==> config.mk <==
export PLATFORM = sky130hd
export DESIGN_NAME = pmt_top
export DESIGN_NICKNAME = d
export VERILOG_FILES = /design/src/pmt_pkg.sv /design/src/pmt_tick_if.sv /design/src/pmt_divider.sv /design/src/pmt_top.sv
export SDC_FILE = /design/constraint.sdc
export NUM_CORES = 1
export LEC_CHECK = 0
export BUFFER_PORTS_ARGS = -buffer_cell sky130_fd_sc_hd__buf_2
export CORE_UTILIZATION = 41
export DETAILED_ROUTE_END_ITERATION = 6
export PLACE_DENSITY_LB_ADDON = 0.25
export SYNTH_ARGS = -nofsm -noshare
export SYNTH_HDL_FRONTEND = slang
export SYNTH_HIERARCHICAL = 1
export SYNTH_SLANG_ARGS = --single-unit
==> constraint.sdc <==
create_clock -name pclk -period 3.28 [get_ports pclk]
set_input_delay 0.492 -clock pclk [delete_from_list [all_inputs] [get_ports pclk]]
set_output_delay 0.492 -clock pclk [all_outputs]
set_load 0.01 [all_outputs]
==> src/pmt_pkg.sv <==
// Package with register map, field layout and reset values for the period match timer
package pmt_pkg;
	// ======================================================================
	// Register indices (printed offsets are not all multiples of four)
	localparam logic [7:0]  PMT_IDX_COUNT   = 8'h11;
	localparam logic [7:0]  PMT_IDX_CONTROL = 8'h12;
	localparam logic [7:0]  PMT_IDX_PERIOD  = 8'h92;
	localparam logic [7:0]  PMT_IDX_FLAG    = 8'h0C;
	localparam logic [7:0]  PMT_IDX_ENABLE  = 8'h8C;
	localparam logic [11:0] PMT_ADDR_COUNT   = {2'h0, PMT_IDX_COUNT, 2'h0};
	localparam logic [11:0] PMT_ADDR_CONTROL = {2'h0, PMT_IDX_CONTROL, 2'h0};
	localparam logic [11:0] PMT_ADDR_PERIOD  = {2'h0, PMT_IDX_PERIOD, 2'h0};
	localparam logic [11:0] PMT_ADDR_FLAG    = {2'h0, PMT_IDX_FLAG, 2'h0};
	localparam logic [11:0] PMT_ADDR_ENABLE  = {2'h0, PMT_IDX_ENABLE, 2'h0};
	// ======================================================================
	// Reset values and field positions
	localparam logic [7:0] PMT_COUNT_RST   = 8'h00;
	localparam logic [6:0] PMT_CONTROL_RST = 7'h00;
	localparam logic [7:0] PMT_PERIOD_RST  = 8'hFF;
	localparam int PMT_RUN_BIT   = 2;
	localparam int PMT_PS_LSB    = 3;
	localparam int PMT_FLAG_BIT  = 1;
	localparam int PMT_FOSC_DIV  = 4;
	localparam logic [1:0] PMT_PRE_DIV1  = 2'h0;
	localparam logic [1:0] PMT_PRE_DIV4  = 2'h1;
	localparam logic [3:0] PMT_PRE_MAX1  = 4'h0;
	localparam logic [3:0] PMT_PRE_MAX4  = 4'h3;
	localparam logic [3:0] PMT_PRE_MAX16 = 4'hF;
	localparam logic [1:0] PMT_Q_LAST    = 2'h3;
endpackage

==> src/pmt_tick_if.sv <==
// Interface carrying scaler control and tick signals between the timer modules
`timescale 1ns/10ps
interface pmt_tick_if;
	logic       clear;   // Scaler clear request
	logic [3:0] max;     // Terminal count of the divider
	logic       tick_in; // Incoming event
	logic       tick_out; // Divided event pulse
	modport ctl (output clear, output max, output tick_in, input tick_out);
	modport div (input clear, input max, input tick_in, output tick_out);
endinterface

==> src/pmt_divider.sv <==
// Event divider used as both prescaler and postscaler
`timescale 1ns/10ps
module pmt_divider
	import pmt_pkg::*;
(
	input  wire logic pclk,    // Clock
	input  wire logic presetn, // Async reset, active low
	pmt_tick_if.div   tk       // Divider control and ticks
);
	logic [3:0] cnt_reg;
	logic [3:0] cnt_next;
	logic       hit;
	// ======================================================================
	// Terminal count decode, pulse is combinational for zero latency
	assign hit         = tk.tick_in && (cnt_reg == tk.max);
	assign tk.tick_out = hit;
	assign cnt_next    = tk.clear ? 4'h0 : (hit ? 4'h0 : (tk.tick_in ? cnt_reg + 4'h1 : cnt_reg));
	// Counter state
	always_ff @(posedge pclk or negedge presetn)
		if (!presetn)
			cnt_reg <= 4'h0;
		else
			cnt_reg <= cnt_next;
endmodule

==> src/pmt_top.sv <==
// Period match timer top level with APB register slave
// Functional notes
// - The count register is an 8-bit up-counter readable and writable by software with its own scalers.
// - The counter advances on the oscillator divided by four, passed through the prescaler.
// - Control bits 1:0 choose prescale 1, 4, or 16 for codes 00, 01 and 1x.
// - The count rises from zero to the period value and returns to zero on the next increment.
// - The period register is 8-bit read/write and loads FFh on reset.
// - Reset clears the count register.
// - Match pulses pass a 4-bit postscaler whose output sets the match flag in flag bit 1.
// - Control bits 6:3 set the postscale ratio to field value plus one.
// - Control bit 2 runs the timer; when clear the counter stops.
// - Both scaler counters clear on count writes, control writes and reset.
// - A control write leaves the count unchanged.
// - The pre-postscaler match pulse goes out to the serial port as a shift clock source.
// - Control bit 7 reads as zero.
`timescale 1ns/10ps
module pmt_top
	import pmt_pkg::*;
(
	input  wire logic        pclk,          // APB clock, 200 MHz
	input  wire logic        presetn,       // Async reset, active low
	input  wire logic        psel,          // APB select
	input  wire logic        penable,       // APB enable
	input  wire logic        pwrite,        // APB direction
	input  wire logic [11:0] paddr,         // APB byte address
	input  wire logic [31:0] pwdata,        // APB write data
	input  wire logic [3:0]  pstrb,         // APB byte strobes
	output logic      [31:0] prdata,        // APB read data
	output logic             pready,        // APB ready
	output logic             pslverr,       // APB error
	output logic             ssp_shift_clk, // Match pulse for serial port
	output logic             irq_req        // Flag and enable request
);
	// ======================================================================
	// State
	logic [7:0]  count_reg;
	logic [7:0]  count_next;
	logic [6:0]  control_reg;
	logic [6:0]  control_next;
	logic [7:0]  period_reg;
	logic [7:0]  period_next;
	logic        flag_reg;
	logic        flag_next;
	logic        irq_en_reg;
	logic        irq_en_next;
	logic [1:0]  quarter_reg;
	logic [31:0] prdata_reg;
	logic [31:0] prdata_next;
	logic        pready_reg;
	logic        pslverr_reg;
	logic        ssp_reg;
	logic        irq_reg;

	pmt_tick_if pre_if ();
	pmt_tick_if post_if ();

	// ======================================================================
	// APB decode, zero-wait access phase
	logic access;
	logic wr_en;
	logic rd_en;
	logic hit_count;
	logic hit_control;
	logic hit_period;
	logic hit_flag;
	logic hit_enable;
	logic mapped;
	logic wr_count;
	logic wr_control;
	logic wr_period;
	logic wr_flag;
	logic wr_enable;
	logic lane0;

	function automatic logic addr_is(input logic [11:0] a, input logic [11:0] ref_addr);
		addr_is = (a == ref_addr);
	endfunction

	// Any register of the map; every other address answers with an error
	function automatic logic addr_is_any(input logic [11:0] a);
		addr_is_any = addr_is(a, PMT_ADDR_COUNT) || addr_is(a, PMT_ADDR_CONTROL) ||
		              addr_is(a, PMT_ADDR_PERIOD) || addr_is(a, PMT_ADDR_FLAG) ||
		              addr_is(a, PMT_ADDR_ENABLE);
	endfunction

	assign access      = psel && penable;
	assign wr_en       = access && pwrite;
	// Reads are fetched in setup so that the registered data stands beside ready
	assign rd_en       = psel && !penable && !pwrite;
	assign hit_count   = addr_is(paddr, PMT_ADDR_COUNT);
	assign hit_control = addr_is(paddr, PMT_ADDR_CONTROL);
	assign hit_period  = addr_is(paddr, PMT_ADDR_PERIOD);
	assign hit_flag    = addr_is(paddr, PMT_ADDR_FLAG);
	assign hit_enable  = addr_is(paddr, PMT_ADDR_ENABLE);
	assign mapped      = addr_is_any(paddr);
	// Only lane 0 holds data; a write with lane 0 off changes nothing
	assign lane0       = pstrb[0];
	assign wr_count    = wr_en && hit_count && lane0;
	assign wr_control  = wr_en && hit_control && lane0;
	assign wr_period   = wr_en && hit_period && lane0;
	assign wr_flag     = wr_en && hit_flag && lane0;
	assign wr_enable   = wr_en && hit_enable && lane0;

	// ======================================================================
	// Instruction clock: one enable every fourth pclk
	logic instr_tick;
	logic run;
	logic [1:0] pre_sel;
	assign instr_tick = (quarter_reg == PMT_Q_LAST);
	assign run        = control_reg[PMT_RUN_BIT];
	assign pre_sel    = control_reg[1:0];

	// ======================================================================
	// Prescaler hookup
	assign pre_if.clear   = wr_count || wr_control;
	assign pre_if.tick_in = instr_tick && run;
	// Code 1x means divide by 16
	assign pre_if.max     = (pre_sel == PMT_PRE_DIV1) ? PMT_PRE_MAX1 :
	                        (pre_sel == PMT_PRE_DIV4) ? PMT_PRE_MAX4 : PMT_PRE_MAX16;

	pmt_divider u_pre
	(
		.pclk    (pclk),
		.presetn (presetn),
		.tk      (pre_if.div)
	);

	// ======================================================================
	// Period compare; a software count write overrides the increment
	logic inc;
	logic match;
	assign inc   = pre_if.tick_out && !wr_count;
	assign match = inc && (count_reg == period_reg);
	assign count_next = wr_count ? pwdata[7:0] :
	                    (match ? PMT_COUNT_RST : (inc ? count_reg + 8'h01 : count_reg));

	// ======================================================================
	// Postscaler hookup
	assign post_if.clear   = wr_count || wr_control;
	assign post_if.tick_in = match;
	assign post_if.max     = control_reg[PMT_PS_LSB +: 4];

	pmt_divider u_post
	(
		.pclk    (pclk),
		.presetn (presetn),
		.tk      (post_if.div)
	);

	// ======================================================================
	// Register next values; hardware set wins over a software clear
	assign control_next = wr_control ? pwdata[6:0] : control_reg;
	assign period_next  = wr_period ? pwdata[7:0] : period_reg;
	assign flag_next    = post_if.tick_out ? 1'b1 :
	                      (wr_flag ? pwdata[PMT_FLAG_BIT] : flag_reg);
	assign irq_en_next  = wr_enable ? pwdata[PMT_FLAG_BIT] : irq_en_reg;

	// Read mux; unimplemented bits read zero
	always_comb
	begin
		prdata_next = 32'h0000_0000;
		if (rd_en)
		begin
			if (hit_count)
				prdata_next = {24'h00_0000, count_reg};
			else if (hit_control)
				prdata_next = {25'h000_0000, control_reg};
			else if (hit_period)
				prdata_next = {24'h00_0000, period_reg};
			else if (hit_flag)
				prdata_next = {30'h0000_0000, flag_reg, 1'b0};
			else if (hit_enable)
				prdata_next = {30'h0000_0000, irq_en_reg, 1'b0};
		end
	end

	// ======================================================================
	// Count and control registers
	// Count register; a software write beats a same-cycle increment
	// so the register holds the value just written on the following cycle
	always_ff @(posedge pclk or negedge presetn)
		if (!presetn)
			count_reg <= PMT_COUNT_RST;
		else
			count_reg <= count_next;

	// Control register; bit 7 has no storage at all
	// Its write also pulses the scaler clears, but never the count
	always_ff @(posedge pclk or negedge presetn)
		if (!presetn)
			control_reg <= PMT_CONTROL_RST;
		else
			control_reg <= control_next;

	// ======================================================================
	// Period register
	// Loaded with all ones so a fresh timer runs the longest period
	always_ff @(posedge pclk or negedge presetn)
		if (!presetn)
			period_reg <= PMT_PERIOD_RST;
		else
			period_reg <= period_next;

	// ======================================================================
	// Flag and enable registers
	// Match flag; only software takes it down again
	always_ff @(posedge pclk or negedge presetn)
		if (!presetn)
			flag_reg <= 1'b0;
		else
			flag_reg <= flag_next;

	// Request enable
	always_ff @(posedge pclk or negedge presetn)
		if (!presetn)
			irq_en_reg <= 1'b0;
		else
			irq_en_reg <= irq_en_next;

	// ======================================================================
	// Instruction clock phase
	// Free-running, never cleared by writes, so ticks stay evenly spaced;
	// the price is up to three pclk of jitter on the first step after a write
	logic [1:0] quarter_next;
	assign quarter_next = quarter_reg + 2'h1;

	// Phase counter
	always_ff @(posedge pclk or negedge presetn)
		if (!presetn)
			quarter_reg <= 2'h0;
		else
			quarter_reg <= quarter_next;

	// ======================================================================
	// Bus response
	// Ready rises one cycle after setup, so every access phase lasts one cycle
	logic pready_next;
	logic pslverr_next;
	assign pready_next  = psel && !penable;
	assign pslverr_next = psel && !penable && !mapped;

	// Read data; zero outside the cycle in which ready stands
	always_ff @(posedge pclk or negedge presetn)
		if (!presetn)
			prdata_reg <= 32'h0000_0000;
		else
			prdata_reg <= prdata_next;

	// Ready
	always_ff @(posedge pclk or negedge presetn)
		if (!presetn)
			pready_reg <= 1'b0;
		else
			pready_reg <= pready_next;

	// Error for unmapped addresses, alongside ready
	always_ff @(posedge pclk or negedge presetn)
		if (!presetn)
			pslverr_reg <= 1'b0;
		else
			pslverr_reg <= pslverr_next;

	// ======================================================================
	// Event outputs
	// Registered so the serial port sees a clean one-cycle pulse
	logic ssp_next;
	logic irq_next;
	assign ssp_next = match;
	// Request follows the next flag and enable, so it moves at the same edge as they do
	assign irq_next = flag_next && irq_en_next;

	// Shift clock pulse
	always_ff @(posedge pclk or negedge presetn)
		if (!presetn)
			ssp_reg <= 1'b0;
		else
			ssp_reg <= ssp_next;

	// Request level
	always_ff @(posedge pclk or negedge presetn)
		if (!presetn)
			irq_reg <= 1'b0;
		else
			irq_reg <= irq_next;

	// ======================================================================
	// Output ports

	assign prdata        = prdata_reg;
	assign pready        = pready_reg;
	assign pslverr       = pslverr_reg;
	assign ssp_shift_clk = ssp_reg;
	assign irq_req       = irq_reg;
endmodule

Word level (Yosys, flattened, before mapping)
Cells that the tools add are included.

Register bits after elaboration: 71. Latch bits: 0. Memory bits (writable): 0. Memory bits (read-only): 0. Bits of input ports: 53. Output and inout bits: 36. Logic and storage cells: 81. Memories kept: 0.

$add $sub $neg: 4. $mul: 0. Div/mod/pow operators: 0. Order comparisons: 0. Equal/unequal tests: 10. Shifts and indexed selects: 0. Multiplexer cells: 20. Bitwise gates (word level): 0. Reductions and logical operators: 34.

Operator list (count): 32-bit two-way mux (4); 4-bit two-way mux (8); 12-bit by 10-bit == test with 1-bit output, second input constant (2); 12-bit by 7-bit == test with 1-bit output, second input constant (2); 8-bit two-way mux (3); 1-bit logical AND (21); 12-bit by 6-bit == test with 1-bit output, second input constant (1); 3-bit nonzero test (3); 4-bit by 1-bit adder with 4-bit output, second input constant (2); 8-bit by 1-bit adder with 8-bit output, second input constant (1); 4-bit == test (2); 8-bit == test (1); 1-bit logical OR (5); 1-bit zero test (4); 2-bit two-way mux (2); 1-bit two-way mux (3); 2-bit by 1-bit adder with 2-bit output, second input constant (1); 2-bit by 1-bit == test with 1-bit output, second input constant (1); 2-bit == test, second input constant (1); 2-bit zero test (1).

Logic depth before layout (Yosys ltp)
Gate-level depths: netlist (run 1).

Depth after elaboration: 10. Mapped depth: 11. Mapped depth without buffers: 10.

Cells and area by module
The synthesis (run 1) kept the hierarchy.

Modules (own cells, without submodules): pmt_top (instances 1, cells an instance 233, area an instance 2349.8 um2); pmt_divider (instances 2, cells an instance 26, area an instance 270.3 um2).

Worst setup path after synthesis (run 1)
Ideal clock, no wire load.

Path type: input to register. Start: in paddr[7]. End: reg u_post.cnt_reg[1]. Setup time: 195 ps. Arrival: 2713 ps. Setup slack: 372 ps. Stages on the path: 5. Cell sequence: nor3_1 > nand3_2 > a2111oi_0 > nand3b_1 > o32ai_1.

RTL lines: from (decl) (RTL line pmt_top.sv:25) `input wire logic [11:0] paddr,`; 12-bit by 7-bit == test with 1-bit output (RTL line pmt_top.sv:76) `addr_is = (a == ref_addr);`; 1-bit logical AND (on tied branches) (2 in a row) (RTL line pmt_top.sv:98, pmt_top.sv:99); 1-bit logical OR (*) (RTL line pmt_top.sv:139) `assign post_if.clear = wr_count || wr_control;`; named net post_if.clear (RTL line pmt_tick_if.sv:4) `logic clear;`; 3-bit nonzero test (no line) / 4-bit two-way mux (equally long branches); to (signal assigned) (RTL line pmt_divider.sv:23) `cnt_reg <= cnt_next;`; to (decl) (RTL line pmt_divider.sv:10) `logic [3:0] cnt_reg;`.

Mark *: on every way through the listed nets, which the timed path passes. The rest lies on a longest branch. A chain may end at the register's enable or synchronous reset.

Final worst setup path (run 1)
Start: reg control_reg[1]. End: reg u_post.cnt_reg[2].

RTL lines: from (decl) (RTL line pmt_top.sv:38) `logic [6:0] control_reg;`; from (signal assigned) (RTL line pmt_top.sv:193) `control_reg <= control_next;`; 2-bit zero test (*) (RTL line pmt_top.sv:118) `assign pre_if.max = (pre_sel == PMT_PRE_DIV1) ? PMT_PRE_MAX1 :`; 4-bit two-way mux (*) (RTL line pmt_top.sv:118); named net pre_if.max[0] (RTL line pmt_tick_if.sv:5) `logic [3:0] max;`; 4-bit == test (*) (RTL line pmt_divider.sv:15) `assign hit = tk.tick_in && (cnt_reg == tk.max);`; 1-bit logical AND (*) (RTL line pmt_divider.sv:15); named net pre_if.tick_out (RTL line pmt_tick_if.sv:7) `logic tick_out;`; 1-bit logical AND (*) (RTL line pmt_top.sv:132) `assign inc = pre_if.tick_out && !wr_count;`; 1-bit logical AND (*) (RTL line pmt_top.sv:133) `assign match = inc && (count_reg == period_reg);`; named net match (RTL line pmt_top.sv:131) `logic match;`; 1-bit logical AND (RTL line pmt_divider.sv:15); 4-bit two-way mux (2 in a row) (RTL line pmt_divider.sv:17) `assign cnt_next = tk.clear ? 4'h0 : (hit ? 4'h0 : (tk.tick_in ? cnt_reg + 4'h1 : cnt_reg));`.

Marks and branches as above.

==> results.yml, run 1 <==
timing:
  fmax_ghz: 0.3432
  hold_viol_final: 0
  rsz0062_at_grt: "false"
  setup_tns_ns: 0
  timing.final.crit_share: 0.8884
  relSlewSlack: 0.3141
  drv_slew: 0
  clock_skew_ns: 0.009594
  min_period_ns: 2.914
  timing.hold.ws_ns: 0.3555
  setup-violations-final: 0
  fin_ws_ns: 0.3662
  tightest_slew_ns: 1.029
final_layout:
  final_area_um2: 3177
  area_growth_pct: 9.914
  nets: 378
  num_antenna_cells: 0
  drive_above_1_share: 0.3075
synthesis:
  yosysMostFrequentCell: "dfrtp_1"
  ys_warn_count: 6
  async_flop_share: 1.000
  synth-seq-cells: 47
  netlist.top_cell.by_area: "dfrtp_1"
  synth_top_area_share: 0.3377
  synth_area_leaders: "dfrtp_1, mux2_2, dfstp_2"
  ys_seq_area_frac: 0.4104
  avgSynthCellArea_um2: 10.14
  synth.distinct_cells: 55
  synthesis.instances: 285
  synth.cell_area_um2: 2890
  synth-edff-count: 0
  synth_common_cells: "dfrtp_1, nor2_1, mux2_2, buf_4, a21oi_1"
  synth_ff_type: "dfrtp_1"
global_route:
  grt_start_max_net_pins: 48
  grt_pass1_wl_mm: 9.473
  grt_usage: 0.1645
  antenna_found_initial: 0
  overflow: 0
  grt_pass1_vias: 1941
clock_tree:
  cts_sinks: 47
  cts_made_buffers: 5
  cts_setup_buffers: 0
  cts_tree: "done"
  holdBufCountCts: 0
  clockBufferDepth: 2
  cts_root_buf: "clkbuf_8"
  cts_resized: 0
  path_clk_slew_ns: 0.09
  htreeDepth: 2
  clock_latency_ns: 0.31
worst_setup_path:
  startpoint_type: "flop"
  criticalPathCategory: "reg2reg"
  reg2reg_depth: 10
  crit_chain: "or2_2 -> xor2_1 -> nor4_2 -> and2_1 -> nand3_1 -> nor2_1 -> buf_4 -> nand2_1 -> mux2_2 -> o32ai_1"
  r2r_end: "u_post/cnt_reg[2]$_DFFE_PN0P_"
  ff2ff_setup_slack_ns: 0.37
  cp_max_fo: 8
  r2r_start: "control_reg[1]$_DFFE_PN0P_"
  crit_arrival_ns: 3.13
  slowest_stage: "nor4_2"
  worst_path_largest_cell_delay_ns: 0.45
  end_kind: "flop"
  worstPathRequired_ns: 3.49
placement:
  pre_cts_slack_ns: 0.3698
  dpl.hpwl_mm: 4.357
  gp_congestion: 0.8684
  place_area_um2: 3078
  io_buffers: 37
floorplan:
  fp.dieH_um: 85.96
  chipWidth_um: 85.96
  start_util: 0.4254
  rows: 30
  die_area_um2: 7389
  io_pins: 89
  core_um2: 6794
drt:
  dr.first_iter.drc_count: 124
  antenna_left: 0
  drc: 0
  num_vias: 2174
  drt-vias-per-instance: 5.201
  first_pass_iters: 4
  wl_per_cell_um: 13.95
  wirelength_mm: 5.832
pwr:
  vdd_drop_max_mv: 0.1499
  p_leak_uw: 0.001441
  p_per_area_nw_per_um2: 323.7
  p_total_uw: 1028
hold_path:
  hold_path_class: "in2async"
run_status:
  outcome: "finished, final reports clean"
flow_run:
  maxCapViolations: 0
## worst max-delay path by stage
stage / to / cells after the start / start
floorplan: u_post/cnt_reg[1]$_DFFE_PN0P_ / 5 / paddr[7]
global placement: u_post/cnt_reg[2]$_DFFE_PN0P_ / 10 / control_reg[1]$_DFFE_PN0P_
detailed placement: u_post/cnt_reg[2]$_DFFE_PN0P_ / 10 / control_reg[1]$_DFFE_PN0P_
CTS: u_post/cnt_reg[2]$_DFFE_PN0P_ / 10 / control_reg[1]$_DFFE_PN0P_
global route: irq_req$_DFF_PN0_ / 10 / control_reg[1]$_DFFE_PN0P_
finish: u_post/cnt_reg[2]$_DFFE_PN0P_ / 10 / control_reg[1]$_DFFE_PN0P_
## critical path: cells and delay by family (launching register included)
family / cells / cell delay (ns)
muxes: 1 / 0.26
and+or+nand+nor: 6 / 1.53
DFF: 1 / 0.44
AOI/OAI and AO/OA: 1 / 0.22
buffers and inverters: 1 / 0.19
xor gates and xnor gates: 1 / 0.19
## layout by cell type, fill, tap and decap left out, types with 4 or more instances in the layout
cell type / instances
a211oi_1: 6
a21oi_1: 19
a22oi_1: 7
buf_2: 37
clkbuf_8: 6
conb_1: 24
dfrtp_1: 39
dfstp_2: 8
ha_1: 4
inv_1: 7
mux2_2: 25
nand2_1: 13
nand2b_1: 4
nand3_1: 6
nand4_1: 4
nor2_1: 28
nor3_1: 10
o21ai_0: 4
o32ai_1: 4
xor2_1: 17
## final cells by class
cell class              count  area (um^2)
clock inverters             2        16.27
clock buffers               6        82.58
inverters                   7        26.28
multi-input cells         220         1538
well taps                  96        120.1
repair buffers             40        207.7
fillers                   668         3617
flip-flops and latches     47         1186
## layer usage
| metal | global-route usage | up-vias | share of wire |
|---|---|---|---|
| met1 | 0.2257 | 1050 | 0.47 |
| met5 | 0 | - | 0 |
| met3 | 0.04524 | 8 | 0.049 |
| li1 | - | 1046 | - |
| met4 | 0.03636 | 0 | 0.0091 |
| met2 | 0.2590 | 70 | 0.47 |
## kinds of logic (layout without fill, tap and decap cells)
logic type	after synthesis	after routing	synth area share
other	1	24	0.001297
flip-flops	47	47	0.4104
buffers and inverters	41	55	0.08961
XOR/XNOR	20	20	0.06321
multiplexers	28	28	0.1078
adder cells (fa/ha/maj)	4	4	0.01732
AND/OR/NAND/NOR	95	95	0.1965
AO/OA/AOI/OAI	49	49	0.1139
## report_power, final
part           leakage, uW  switching (uW)  internal [uW]  total [uW]
clock network    0.0000474             203            172         375
logic             0.000835            49.7           20.9        70.6
registers         0.000559           0.936            581         582
total              0.00144             254            774        1030
## per-stage QoR
step             util  cells
3_5_place_dp   0.4530    410
2_1_floorplan       -    308
4_1_cts        0.4676    418
6_report       0.4676    418
3_3_place_gp   0.4530    410
5_1_grt        0.4676    418
No activity file was read; power rests on OpenSTA's default activity.
==> inputs of run 2 (changes only) <==
--- a/config.mk
+++ b/config.mk
@@ -11,5 +11,4 @@
 export PLACE_DENSITY_LB_ADDON = 0.25
 export SYNTH_ARGS = -nofsm -noshare
 export SYNTH_HDL_FRONTEND = slang
-export SYNTH_HIERARCHICAL = 1
 export SYNTH_SLANG_ARGS = --single-unit
==> run 2 against run 1 <==
  * The flow now finishes with violations (design-rule violations)
  * Clock-buffer cell count unchanged
  * Clock power rose by 9.9%
  * Die area fell by 5.0%
  * Maximum frequency up 25%
  * Register-to-register slack gained 0.59 ns
  * Via count is 2.1% lower
  * Sequential power is essentially flat
  * Synthesized cell count is the same
  * Total power is 3.0% higher
  * Routed wire length is 2.2% higher
  * Combinational power fell by 8.9%
  * Largest cell class unchanged
==> results.yml, run 2 <==
worst_setup_path:
  criticalPathCategory: "reg2reg"
  crit_arrival_ns: 2.54
  slowest_stage: "or4_4"
  startpoint_type: "flop"
  worstPathRequired_ns: 3.49
  worst_path_largest_cell_delay_ns: 0.59
  cpLargestDelayFamily: "simple AND/OR/NAND/NOR gates"
  cp_max_fo: 9
  worst-path-buf-inv: 0
  end_kind: "flop"
  crit_chain: "xor2_1 -> nor4_4 -> nand2_2 -> or4_4 -> o31ai_1"
global_route:
  grt_start_max_net_pins: 48
  overflow: 0
  grt_pass1_wl_mm: 10.08
  grt_pass1_vias: 1995
  antenna_found_initial: 0
  grt_usage: 0.1829
timing:
  drv_slew: 0
  relSlewSlack: 0.3103
  fmax_ghz: 0.4295
  timing.final.crit_share: 0.7099
  rsz0062_at_grt: "false"
  clock_skew_ns: 0.01083
  hold_viol_final: 0
  tightest_slew_ns: 1.035
  setup-violations-final: 0
  setup_tns_ns: 0
  fin_ws_ns: 0.9515
  min_period_ns: 2.329
synthesis:
  synth_area_leaders: "dfrtp_1, dfstp_2, buf_4"
  ys_warn_count: 0
  async_flop_share: 1.000
  synth.distinct_cells: 49
  synth-edff-count: 0
  yosysMostFrequentCell: "dfrtp_1"
  synth.cell_area_um2: 2744
  synth-seq-cells: 47
  ys_seq_area_frac: 0.4323
  synth_top_area_share: 0.3557
  netlist.top_cell.by_area: "dfrtp_1"
  avgSynthCellArea_um2: 9.628
  synth_ff_type: "dfrtp_1"
  synth_common_cells: "dfrtp_1, nor2_1, a21oi_1, buf_4"
  synthesis.instances: 285
drt:
  drc: 24
  first_pass_iters: 7
  drt-vias-per-instance: 5.336
  wl_per_cell_um: 14.94
  dr.first_iter.drc_count: 121
  num_vias: 2129
  wirelength_mm: 5.962
  antenna_left: 0
final_layout:
  num_antenna_cells: 0
  final_area_um2: 3019
  nets: 379
  drive_above_1_share: 0.2298
  fillCellCount: 643
  layout_common_cells: "dfrtp_1, buf_2, nor2_1"
  final_common_cell: "dfrtp_1"
  area_growth_pct: 10.03
pwr:
  vdd_drop_max_mv: 0.1983
  p_per_area_nw_per_um2: 350.7
  p_leak_uw: 0.001374
clock_tree:
  htreeDepth: 2
  clock_latency_ns: 0.30
  clockBufferDepth: 2
  holdBufCountCts: 0
  cts_made_buffers: 5
  cts_setup_buffers: 0
  cts_resized: 0
  path_clk_slew_ns: 0.09
  cts_sinks: 47
  cts_tree: "done"
  cts_root_buf: "clkbuf_8"
placement:
  gp_congestion: 0.8614
  io_buffers: 37
  dpl.hpwl_mm: 4.242
  pre_cts_slack_ns: 0.7684
  place_area_um2: 2917
hold_path:
  hold_path_class: "in2async"
floorplan:
  start_util: 0.4272
  io_pins: 89
  core_um2: 6422
  die_area_um2: 7023
  chipWidth_um: 83.81
  fp.dieH_um: 83.81
  rows: 29
run_status:
  outcome: "finished with violations"
  violations: "design-rule violations"
flow_run:
  maxCapViolations: 0
-- run 2: per-stage QoR --
step	power [uW]	instances	hold slack, ns	utilization
floorplan	641.9	308	0.1964	-
global placement	657.2	392	0.4125	0.4541
detailed placement	657.8	392	0.4164	0.4541
CTS	1070	399	0.3828	0.4701
global route	1107	399	0.3896	0.4701
finish	1059	399	0.3665	0.4701
-- run 2: cell type report --
class                   count  area, um^2  share of cell area
repair buffers             39       200.2             0.06631
multi-input cells         223        1411              0.4675
clock inverters             1       30.03            0.009946
flip-flops and latches     47        1186              0.3929
clock buffers               6       72.57             0.02404
well taps                  77       96.34             0.03191
inverters                   6       22.52            0.007460
-- run 2: cells by family (layout without fill, tap and decap cells) --
family                   after synthesis  after routing  share of synthesized area
multiplexers                          25             25                    0.09804
AND/OR/NAND/NOR                      104            104                     0.2057
AO/OA/AOI/OAI                         51             51                     0.1117
flip-flops                            47             47                     0.4323
buffers and inverters                 38             52                    0.08481
adder cells (fa/ha/maj)                4              4                    0.01824
other                                  1             24                   0.001367
XOR/XNOR                              15             15                    0.04788
-- run 2: path summary, 6_finish.rpt --
path	start	end	slack (ns)	depth (start not counted)
setup / recovery	period_reg[5]$_DFFE_PN1P_	u_post.cnt_reg[0]$_DFFE_PN0P_	0.95	5
hold / removal	presetn	prdata[5]$_DFF_PN0_	0.37	1
setup reg to reg	period_reg[5]$_DFFE_PN1P_	u_post.cnt_reg[0]$_DFFE_PN0P_	0.95	5
hold reg to reg	quarter_reg[0]$_DFF_PN0_	quarter_reg[0]$_DFF_PN0_	0.42	1
max in group asynchronous	presetn	count_reg[2]$_DFFE_PN0P_	2.26	1
min in group pclk	penable	pready$_DFF_PN0_	0.40	2
-- run 2: where the power goes --
| part | switching (uW) | internal (uW) |
|---|---|---|
| clock network | 189 | 224 |
| registers | 0.944 | 581 |
| logic | 45.8 | 18.4 |
-- run 2: routing by layer --
layer | up-vias | GRT usage | wire, um
li1 | 1037 | - | -
met4 | 0 | 0.04232 | 50
met5 | - | 0 | 0
met2 | 70 | 0.2839 | 2703
met3 | 4 | 0.04055 | 310
met1 | 1018 | 0.2605 | 2898
